--- config.mk ---
export PLATFORM = sky130hd
export DESIGN_NAME = memory_scanner_crc_feed
export DESIGN_NICKNAME = d
export VERILOG_FILES = /design/src/design/memory_scanner_crc_feed.v
export VERILOG_INCLUDE_DIRS = /design/src /design/src/design
export SDC_FILE = /design/constraint.sdc
export NUM_CORES = 1
export LEC_CHECK = 0
export BUFFER_PORTS_ARGS = -buffer_cell sky130_fd_sc_hd__buf_2
export CAP_MARGIN = 20
export CORE_UTILIZATION = 53
export CTS_CLUSTER_DIAMETER = 150
export CTS_CLUSTER_SIZE = 28
export DETAILED_ROUTE_END_ITERATION = 8
export PLACE_DENSITY = 0.82
export SLEW_MARGIN = 20
export SYNTH_ARGS = -nofsm -noshare
export SYNTH_HDL_FRONTEND = slang
export SYNTH_SLANG_ARGS = --single-unit
--- constraint.sdc ---
create_clock -name hclk -period 3 [get_ports hclk]
set_input_delay 0.6 -clock hclk [delete_from_list [all_inputs] [get_ports hclk]]
set_output_delay 0.6 -clock hclk [all_outputs]
set_load 0.02 [all_outputs]
--- src/design/scanner_consts.vh ---
// Purpose: Offsets, field positions, reset values and widths for the memory scanner.
// Assumes: Included by the scanner design file and by the port checker.
// Notes:   Byte registers sit in the low bits of aligned 32-bit words.
`ifndef SCANNER_CONSTS_VH
`define SCANNER_CONSTS_VH

// ****************************************
// Register byte addresses
// ****************************************
`define OFS_SHIFT_LOW    8'h00
`define OFS_POLY_HIGH    8'h04
`define OFS_POLY_LOW     8'h08
`define OFS_CONTROL      8'h0C
`define OFS_CUR_UPPER    8'h10
`define OFS_CUR_HIGH     8'h14
`define OFS_CUR_LOW      8'h18
`define OFS_END_UPPER    8'h1C
`define OFS_END_HIGH     8'h20
`define OFS_END_LOW      8'h24
`define OFS_TRIG_SEL     8'h28
`define OFS_FLAGS        8'h2C

// ****************************************
// Control register fields
// ****************************************
`define CTL_ENABLE       7
`define CTL_TRIG_ON      6
`define CTL_GO           5
`define CTL_REGION       2
`define CTL_BURST        1
`define CTL_BUSY         0
`define CTL_WR_MASK      8'hC6

// ****************************************
// Widths and reset values
// ****************************************
`define ADDR_W           22
`define CUR_RESET        22'h000000
`define END_RESET        22'h3FFFFF
`define TRIG_W           4
`define TRIG_N           16
`define WORD_W           16

`endif

--- src/design/memory_scanner_crc_feed.v ---
// Purpose: Memory scanner feeding words from flash or EEPROM to the CRC engine.
// Assumes: AHB-Lite single word transfers; memory answers a granted fetch with mem_rvalid.
// Notes:   Trigger inputs come from other clock domains and are synchronised here.
//
// The AHB-Lite register port and the register addresses were left to the implementer.
`timescale 1ns/100ps
`include "scanner_consts.vh"

module memory_scanner_crc_feed (
   input  wire                  hclk,
   input  wire                  hresetn,
   input  wire                  hsel,
   input  wire [7:0]            haddr,
   input  wire [1:0]            htrans,
   input  wire                  hwrite,
   input  wire [2:0]            hsize,
   input  wire [31:0]           hwdata,
   input  wire                  hready,
   output wire                  hreadyout,
   output wire                  hresp,
   output reg  [31:0]           hrdata,
   input  wire                  crc_on,
   input  wire                  crc_run,
   input  wire                  crc_ready,
   input  wire [15:0]           crc_shifter,
   output wire [15:0]           crc_poly_terms,
   output reg  [15:0]           crc_data,
   output reg                   crc_data_valid,
   input  wire [15:0]           trigger_in,
   output wire                  mem_req,
   input  wire                  mem_grant,
   input  wire                  mem_rvalid,
   input  wire [15:0]           mem_rdata,
   output wire [21:0]           mem_addr,
   output wire                  region_select,
   output wire                  block_lower,
   output reg                   scan_done_flag
);

   // ****************************************
   // State machine
   // ****************************************
   localparam [2:0] ST_IDLE  = 3'b001;
   localparam [2:0] ST_REQ   = 3'b010;
   localparam [2:0] ST_WAIT  = 3'b100;

   reg  [2:0]            state_r;
   reg  [2:0]            state_nxt;
   reg                   enable_r;
   reg                   trigger_gate_on;
   reg                   scan_go;
   reg                   region_r;
   reg                   burst_request;
   reg  [21:0]           current_scan_address;
   reg  [21:0]           end_scan_address;
   reg  [3:0]            trigger_source_select;
   reg  [15:0]           trig_meta_r;
   reg  [15:0]           trig_sync_r;
   reg                   wr_pend_r;
   reg  [15:1]           poly_r;
   reg  [7:0]            addr_r;

   wire                  fetch_done;
   wire                  past_end;
   wire                  trig_true;
   wire                  busy;
   wire                  wr_ctl;
   wire                  wr_poly_high;
   wire                  wr_poly_low;
   wire                  wr_cur_upper;
   wire                  wr_cur_high;
   wire                  wr_cur_low;
   wire                  wr_end_upper;
   wire                  wr_end_high;
   wire                  wr_end_low;
   wire                  wr_trig_sel;
   wire                  wr_flags;

   // ****************************************
   // Helpers
   // ****************************************
   function [7:0] byte_of;
      input [21:0] value;
      input [1:0]  sel;
      begin
         case (sel)
            2'd2:    byte_of = {2'b00, value[21:16]};
            2'd1:    byte_of = value[15:8];
            default: byte_of = value[7:0];
         endcase
      end
   endfunction

   function [21:0] put_byte;
      input [21:0] value;
      input [1:0]  sel;
      input [7:0]  data;
      begin
         put_byte = value;
         case (sel)
            2'd2:    put_byte[21:16] = data[5:0];
            2'd1:    put_byte[15:8]  = data;
            default: put_byte[7:0]   = data;
         endcase
      end
   endfunction

   // ****************************************
   // Trigger synchroniser and selection
   // ****************************************
   always @(posedge hclk or negedge hresetn) begin
      if (!hresetn) begin
         trig_meta_r <= 16'h0000;
         trig_sync_r <= 16'h0000;
      end else begin
         trig_meta_r <= trigger_in;
         trig_sync_r <= trig_meta_r;
      end
   end

   assign trig_true = trig_sync_r[trigger_source_select];

   // ****************************************
   // Scan sequencer
   // ****************************************
   assign fetch_done = (state_r == ST_WAIT) && mem_rvalid;
   assign past_end   = current_scan_address > end_scan_address;
   assign busy       = enable_r && (state_r != ST_IDLE);
   assign mem_addr   = current_scan_address;
   assign region_select = region_r;
   assign block_lower = enable_r && scan_go && burst_request;

   assign mem_req = enable_r && scan_go && !past_end && (state_r != ST_WAIT) &&
                    (burst_request || (crc_ready && (!trigger_gate_on || trig_true)));

   always @* begin
      state_nxt = state_r;
      case (state_r)
         ST_IDLE: begin
            if (mem_req && mem_grant) state_nxt = ST_WAIT;
            else if (mem_req)         state_nxt = ST_REQ;
         end
         ST_REQ: begin
            if (mem_req && mem_grant) state_nxt = ST_WAIT;
            else if (!mem_req)        state_nxt = ST_IDLE;
         end
         ST_WAIT: begin
            if (mem_rvalid) state_nxt = ST_IDLE;
         end
         default: state_nxt = ST_IDLE;
      endcase
      if (!enable_r && state_r != ST_WAIT) state_nxt = ST_IDLE;
   end

   always @(posedge hclk or negedge hresetn) begin
      if (!hresetn) begin
         state_r        <= ST_IDLE;
         crc_data       <= 16'h0000;
         crc_data_valid <= 1'b0;
      end else begin
         state_r        <= state_nxt;
         crc_data_valid <= fetch_done;
         if (fetch_done) crc_data <= mem_rdata;
      end
   end

   // ****************************************
   // AHB-Lite slave
   // ****************************************
   assign hreadyout = 1'b1;
   assign hresp     = 1'b0;
   assign wr_ctl       = wr_pend_r && (addr_r == `OFS_CONTROL);
   assign wr_poly_high = wr_pend_r && (addr_r == `OFS_POLY_HIGH);
   assign wr_poly_low  = wr_pend_r && (addr_r == `OFS_POLY_LOW);
   assign wr_cur_upper = wr_pend_r && (addr_r == `OFS_CUR_UPPER);
   assign wr_cur_high  = wr_pend_r && (addr_r == `OFS_CUR_HIGH);
   assign wr_cur_low   = wr_pend_r && (addr_r == `OFS_CUR_LOW);
   assign wr_end_upper = wr_pend_r && (addr_r == `OFS_END_UPPER);
   assign wr_end_high  = wr_pend_r && (addr_r == `OFS_END_HIGH);
   assign wr_end_low   = wr_pend_r && (addr_r == `OFS_END_LOW);
   assign wr_trig_sel  = wr_pend_r && (addr_r == `OFS_TRIG_SEL);
   assign wr_flags     = wr_pend_r && (addr_r == `OFS_FLAGS);

   always @(posedge hclk or negedge hresetn) begin
      if (!hresetn) begin
         wr_pend_r <= 1'b0;
         addr_r    <= 8'h00;
      end else if (hready) begin
         wr_pend_r <= hsel && htrans[1] && hwrite;
         addr_r    <= haddr;
      end
   end

   // Polynomial terms hold no reset, matching an unknown power-up value
   always @(posedge hclk) begin
      if (wr_poly_high) poly_r[15:8] <= hwdata[7:0];
      if (wr_poly_low)  poly_r[7:1]  <= hwdata[7:1];
   end

   assign crc_poly_terms = {poly_r, 1'b1};

   // ****************************************
   // Control register
   // ****************************************
   always @(posedge hclk or negedge hresetn) begin
      if (!hresetn) begin
         enable_r        <= 1'b0;
         trigger_gate_on <= 1'b0;
         region_r        <= 1'b0;
         burst_request   <= 1'b0;
      end else if (wr_ctl) begin
         enable_r        <= hwdata[`CTL_ENABLE];
         trigger_gate_on <= hwdata[`CTL_TRIG_ON];
         region_r        <= hwdata[`CTL_REGION];
         burst_request   <= hwdata[`CTL_BURST];
      end
   end

   always @(posedge hclk or negedge hresetn) begin
      if (!hresetn) begin
         scan_go <= 1'b0;
      end else if (!crc_run || (past_end && state_r != ST_WAIT)) begin
         scan_go <= 1'b0;
      end else if (wr_ctl) begin
         scan_go <= hwdata[`CTL_GO];
      end
   end

   // ****************************************
   // Scan addresses
   // ****************************************
   always @(posedge hclk or negedge hresetn) begin
      if (!hresetn) begin
         current_scan_address <= `CUR_RESET;
      end else if (fetch_done) begin
         current_scan_address <= current_scan_address + 22'h000001;
      end else if (!scan_go) begin
         if (wr_cur_upper) begin
            current_scan_address <= put_byte(current_scan_address, 2'd2, hwdata[7:0]);
         end else if (wr_cur_high) begin
            current_scan_address <= put_byte(current_scan_address, 2'd1, hwdata[7:0]);
         end else if (wr_cur_low) begin
            current_scan_address <= put_byte(current_scan_address, 2'd0, hwdata[7:0]);
         end
      end
   end

   always @(posedge hclk or negedge hresetn) begin
      if (!hresetn) begin
         end_scan_address <= `END_RESET;
      end else if (!scan_go) begin
         if (wr_end_upper) begin
            end_scan_address <= put_byte(end_scan_address, 2'd2, hwdata[7:0]);
         end else if (wr_end_high) begin
            end_scan_address <= put_byte(end_scan_address, 2'd1, hwdata[7:0]);
         end else if (wr_end_low) begin
            end_scan_address <= put_byte(end_scan_address, 2'd0, hwdata[7:0]);
         end
      end
   end

   // ****************************************
   // Trigger select and done flag
   // ****************************************
   always @(posedge hclk or negedge hresetn) begin
      if (!hresetn) begin
         trigger_source_select <= 4'h0;
      end else if (wr_trig_sel) begin
         trigger_source_select <= hwdata[3:0];
      end
   end

   always @(posedge hclk or negedge hresetn) begin
      if (!hresetn) begin
         scan_done_flag <= 1'b0;
      end else if (fetch_done && current_scan_address == end_scan_address) begin
         scan_done_flag <= 1'b1;
      end else if (wr_flags && hwdata[0]) begin
         scan_done_flag <= 1'b0;
      end
   end

   always @(posedge hclk or negedge hresetn) begin
      if (!hresetn) begin
         hrdata <= 32'h00000000;
      end else if (hready && hsel && htrans[1] && !hwrite) begin
         hrdata <= 32'h00000000;
         if (haddr == `OFS_SHIFT_LOW)
            hrdata[7:0] <= crc_shifter[7:0];
         else if (haddr == `OFS_POLY_HIGH)
            hrdata[7:0] <= crc_poly_terms[15:8];
         else if (haddr == `OFS_POLY_LOW)
            hrdata[7:0] <= {crc_poly_terms[7:1], 1'b1};
         else if (haddr == `OFS_CONTROL)
            hrdata[7:0] <= {enable_r, trigger_gate_on, scan_go, 2'b00,
                            region_r, burst_request, busy};
         else if (haddr == `OFS_CUR_UPPER)
            hrdata[7:0] <= byte_of(current_scan_address, 2'd2);
         else if (haddr == `OFS_CUR_HIGH)
            hrdata[7:0] <= byte_of(current_scan_address, 2'd1);
         else if (haddr == `OFS_CUR_LOW)
            hrdata[7:0] <= byte_of(current_scan_address, 2'd0);
         else if (haddr == `OFS_END_UPPER)
            hrdata[7:0] <= byte_of(end_scan_address, 2'd2);
         else if (haddr == `OFS_END_HIGH)
            hrdata[7:0] <= byte_of(end_scan_address, 2'd1);
         else if (haddr == `OFS_END_LOW)
            hrdata[7:0] <= byte_of(end_scan_address, 2'd0);
         else if (haddr == `OFS_TRIG_SEL)
            hrdata[7:0] <= {4'h0, trigger_source_select};
         else if (haddr == `OFS_FLAGS)
            hrdata[7:0] <= {7'h00, scan_done_flag};
      end
   end

endmodule

==> results of run 1 <==
cell usage after synthesis (6+ instances only):
library cell,n
a22oi_1,10
inv_1,30
o21ai_0,51
nor2_1,38
nor4_1,7
nand3_1,12
ha_1,23
a31oi_1,6
a21oi_1,48
nand2_1,77
a21o_1,10
dfrtp_1,100
edfxtp_1,15
nand2b_1,6
clkbuf_1,17
nand4_1,7
dfstp_2,23
o22ai_1,9
mux2_2,41
buf_4,27
and3_1,9
buf_1,8
nor3_1,15
mux2i_1,10
nor2b_1,6
flip-flops by register name (all words and copies together), names as in the netlist, 4 cells and up:
signal / count
addr_r: 8
end_scan_address: 22
trig_sync_r: 16
poly_r: 15
hrdata: 8
mem_addr: 22
crc_data: 16
trigger_source_select: 4
trig_meta_r: 16
power breakdown:
part	total [uW]	switching, uW	leakage (uW)	internal [uW]
registers	2050	63.3	0.00164	1990
clock network	2040	868	0.000284	1170
logic	528	320	0.00228	208
total	4620	1250	0.00420	3370
cell families (layout without fill, tap and decap cells):
kind of cell    after synthesis  count (layout)  share of synthesized area, %
buf+inv                      83             235                         5.865
mux                          57              57                         10.08
flops                       138             138                         50.37
xor+xnor                      1               1                        0.1240
compound gates              171             171                         14.92
fa+ha+maj                    23              23                         4.075
other cells                   2              27                        0.1063
simple gates                206             206                         14.46
per-stage QoR:
stage | setup slack [ns] | hold slack (ns) | cell area, um2 | util (%)
floorplan | 0.2786 | 0.3044 | 7156 | -
global placement | 0.1187 | 0.3327 | 8015 | 62.50
detailed placement | 0.1186 | 0.3347 | 8015 | 62.50
CTS | -0.1708 | 0.2212 | 8735 | 68.11
global route | -0.2139 | 0.2580 | 8874 | 69.19
finish | -0.1579 | 0.2021 | 8874 | 69.19
worst min path at each step:
stage / slack [ns] / endpoint
6_report: 0.20 / crc_data[6]
5_1_grt: 0.26 / crc_data[6]
4_1_cts: 0.22 / crc_data[6]
3_5_place_dp: 0.33 / trig_sync_r[4]
3_3_place_gp: 0.33 / trig_sync_r[4]
2_1_floorplan: 0.30 / addr_r[0]
metal layers:
| layer | wire length [um] | GRT usage (%) | vias up | part of all wire [%] |
|---|---|---|---|---|
| met5 | 0 | 0 | - | 0 |
| met4 | 920 | 13.31 | 0 | 4.6 |
| met3 | 1831 | 7.004 | 75 | 9.2 |
| met2 | 9509 | 47.63 | 370 | 48 |
| met1 | 7566 | 36.58 | 2862 | 38 |
| li1 | - | - | 2757 | - |
cell type report:
cell class / count / area [um2] / area share [%]
tap: 172 / 215.2 / 2.425
clock buffer: 18 / 429.2 / 4.836
clock inverter: 14 / 146.4 / 1.650
timing repair buffer: 173 / 988.4 / 11.14
sequential: 138 / 3557 / 40.09
inverter: 30 / 112.6 / 1.269
multi-input combinational: 485 / 3425 / 38.59
timing repair:
item	in CTS	in global routing
gates cloned	0	0
pin swaps	10	11
resized for setup	20	16
setup endpoints to repair	1	1
buffers inserted	4	2
hold buffers	0	0
==> reports/qor.csv, run 1 <==
metric,value,unit
data required time of the worst path,2.40,ns
initial DRC count,623,
post-synthesis cell area,7062,um2
period utilisation layout,105.3,%
gr ovfl total,0,
min cycle time layout,3.158,ns
Worst-path clk slew,0.07,ns
prevailing post-synth register cell,dfrtp_1,
Power Total,4621,uW
DPL Wire Length,13620,um
Root Buffer,clkbuf_16,
core region area,12820,um2
most frequent cells in the layout,"buf_2, dfrtp_1, nand2_1, o21ai_0, a21oi_1",
CP Launch Type,register,
Crit Reg-Reg Startpoint,addr_r[7],
"top cells by area, synth","dfrtp_1, dfstp_2, mux2_2",
net count reported at finish,971,
Starting Density,55.06,%
clk buf depth,2,
Slew @ Worst Pin,0.8053,ns
dpl cells,992,
# clock sinks,138,
Rows,41,
RSZ-0062 raised after global routing,yes,
routed vias,6064,
Critical path buffers and inverters,2,
Die H,117.4,um
CP endpoint kind,output pin,
setup_tns,-0.1579,ns
GP Congestion,0.9235,
DRC viols,0,
post-synthesis register bit count,138,
failing checks,negative setup slack,
"Seq/Total Area, Yosys",50.37,%
Crit Path Class,register to output pin,
first-pass detailed-route iteration total,8,
relative slew slack,46.31,%
n_diodes,0,
Mapped Cells,681,
initial antenna violation count,0,
die area,13790,um2
wire per inst,19.25,um
Post-synth EDFFs,15,
first-pass GRT wire length,30680,um
non-filler instance count after layout,1030,
worst path cell trace,inv_2 -> ha_4 -> nand4_1 -> or2_4 -> o22ai_4 -> a2111oi_4 -> nor3b_2 -> nor2_1 -> buf_4,
Area Growth Syn to Fin,25.66,%
final worst slack,-0.1579,ns
Hold Path Class,input pin to asynchronous set/reset pin,
# port buffers,131,
Netlist cell types,64,
Worst path depth,9,
DIE WIDTH,117.4,um
"Async S/R FF share, synth",89.13,%
"commonest non-fill, non-tap cell in the layout",buf_2,
worst-path maximum fanout,3,
Critical Path End,mem_req,
Max Cap Viol,0,
LEAKAGE,0.004203,uW
Crit-path slowest cell,dfstp_2,
pwr/cell area,520.8,nW/um2
Crit path arrival time,2.56,ns
Worst VDD drop,0.0004623,V
vias per cell,5.887,
worst reg2reg setup slack,0.59,ns
Max Freq,316.7,MHz
Worst R2R End,poly_r[3],
largest net degree at the start of global routing,55,
Final ANT Viol Nets,0,
I/O pin count,196,
vias in the first global route,5891,
total track usage,29.14,%
Yosys warnings,0,
CTS tree,yes,
r2r worst-path depth,4,
drt total wl,19830,um
H-Tree Depth,4,
fraction of layout cells with a size suffix above 1,36.01,%
syn avg cell area,10.37,um2
outcome,"finished, violations left",
CP max stage delay,0.55,ns
post-synth top area share,35.44,%
fill cell count,973,
Post-Route Skew,0.009913,ns
setup violators final,1,
CP startpoint,end_scan_address[17],
CTS buffer count,17,
clk_lat worst skew,0.43,ns
Final Slew Violations,0,
final hold vios,0,
leading area contributor after synthesis,dfrtp_1,
"Largest delay share family, worst path",simple AND/OR/NAND/NOR gates,
Note: power is estimated with default switching activity, not from simulation.
==> run 2, diff against run 1 <==
Settings changed: RECOVER_POWER from default to 100.
==> run 2 against run 1 <==
  * The run still ends with negative setup slack left
  * Worst setup slack got worse by 0.012 ns
  * Combinational power decreased by 3%
  * Sequential share of layout area increased by 0.67 points
  * Hold slack improved by 0.074 ns
  * Maximum frequency is 0.37% lower
  * Count of clock-buffer cells in the layout is the same
  * Total power shrank 0.41%
  * Via count down 0.12%
  * Highest routed layer unchanged
==> reports/qor.csv, run 2 (synthesized netlist as in run 1, its figures left out) <==
metric,value,unit
first-pass GRT wire length,30680,um
DPL Wire Length,13620,um
Final Slew Violations,0,
Final ANT Viol Nets,0,
min cycle time layout,3.170,ns
H-Tree Depth,4,
Max Freq,315.5,MHz
"commonest non-fill, non-tap cell in the layout",dfrtp_1,
post-route core utilization,68.06,%
CP startpoint,end_scan_address[17],
net count reported at finish,971,
Area Growth Syn to Fin,23.60,%
CTS buffer count,17,
GR Util met1,36.58,%
RSZ-0062 raised after global routing,yes,
hold path start,trigger_in[3],
Power Total,4603,uW
drt total wl,19870,um
Root Buffer,clkbuf_16,
I/O pin count,196,
Crit Reg-Reg Startpoint,addr_r[7],
initial antenna violation count,0,
clk buf depth,2,
gr ovfl total,0,
pwr/cell area,527.3,nW/um2
failing checks,negative setup slack,
routed vias,6057,
final hold vios,0,
Final Cell Area,8728,um2
CP endpoint kind,output pin,
core region area,12820,um2
CTS tree,yes,
worst-case hold slack,0.2762,ns
fill cell count,1007,
vias in the first global route,5891,
data required time of the worst path,2.40,ns
Crit Path Class,register to output pin,
CP Launch Type,register,
total track usage,29.14,%
initial DRC count,631,
Placement Cell Area,8015,um2
period utilisation layout,105.7,%
Slew @ Worst Pin,1.262,ns
multi-input logic area,3425,um2
die area,13790,um2
first-pass detailed-route iteration total,5,
largest net degree at the start of global routing,55,
Worst-path clk slew,0.06,ns
n_diodes,0,
GRT met2 Usage,47.63,%
DIE WIDTH,117.4,um
most frequent cells in the layout,"dfrtp_1, nand2_1, clkbuf_1, buf_2, o21ai_0",
Worst VDD drop,0.0004584,V
Hold Path Class,input pin to register,
worst-path maximum fanout,3,
clk_lat worst skew,0.43,ns
# port buffers,131,
setup violators final,1,
Starting Density,55.06,%
setup_tns,-0.1696,ns
wire per inst,19.29,um
relative slew slack,15.89,%
M3 GR Usage,7.004,%
register area,3557,um2
Die H,117.4,um
LEAKAGE,0.003931,uW
busiest layer in global routing,met2,
Crit path arrival time,2.57,ns
GP Congestion,0.9235,
"Hold-fix buffers, CTS",0,
outcome,"finished, violations left",
# clock sinks,138,
fraction of layout cells with a size suffix above 1,27.27,%
Max Cap Viol,0,
DRC viols,0,
vias per cell,5.881,
Post-Route Skew,0.007956,ns
final worst slack,-0.1696,ns
Rows,41,
==> run 2: changes by cell type in the layout (fill, tap and decap cells not counted), sizes merged <==
cell,before,now
buf,173,96
clkbuf,18,95
==> run 2: layout make-up <==
cell class	instances	area share (%)
Clock buffer	18	4.917
Inverter	30	1.290
Timing Repair Buffer	173	9.662
Tap cell	172	2.466
Multi-Input combinational cell	485	39.23
Sequential cell	138	40.75
Clock inverter	14	1.677
==> run 2: timing repair <==
action	4_1_cts	5_1_grt
gates resized for setup	20	16
pin swaps	10	11
endpoints found under the setup margin	1	1
buffers inserted	4	2
==> run 2: final timing paths <==
| kind | to | slack, ns | cells past startpoint |
|---|---|---|---|
| max | mem_req | -0.17 | 9 |
| min | trig_meta_r[3] | 0.28 | 1 |
| max reg2reg | poly_r[3] | 0.60 | 4 |
| min reg2reg | trig_sync_r[8] | 0.35 | 0 |
| max in group asynchronous | addr_r[7] | 0.88 | 2 |
| min in group asynchronous | crc_data[6] | 0.44 | 1 |
==> run 2: critical path: stages (launching register included) <==
cell	delay [ns]
dfstp_2	0.55
inv_2	0.05
ha_4	0.26
nand4_1	0.16
or2_4	0.32
o22ai_4	0.20
a2111oi_4	0.05
nor3b_2	0.30
nor2_1	0.07
buf_4	0.16
==> run 2: per-stage QoR <==
step | cells | worst slack [ns]
global placement | 992 | 0.1187
floorplan | 706 | 0.2786
CTS | 1028 | -0.1708
global route | 1030 | -0.2139
detailed placement | 992 | 0.1186
finish | 1030 | -0.1696
==> run 2: report_power, final <==
part / leakage [uW] / internal [uW] / total [uW] / switching, uW
Clock: 0.000284 / 1170 / 2040 / 865
Sequential: 0.00164 / 1990 / 2050 / 64.0
Combinational: 0.00201 / 190 / 511 / 320
Total: 0.00393 / 3350 / 4600 / 1250
==> run 2: routing by layer <==
| metal | wire [um] | up-vias | part of all wire, % |
|---|---|---|---|
| met1 | 7641 | 2861 | 38 |
| met4 | 881 | 0 | 4.4 |
| met3 | 1835 | 72 | 9.2 |
| met2 | 9508 | 364 | 48 |
| li1 | - | 2760 | - |
| met5 | 0 | - | 0 |
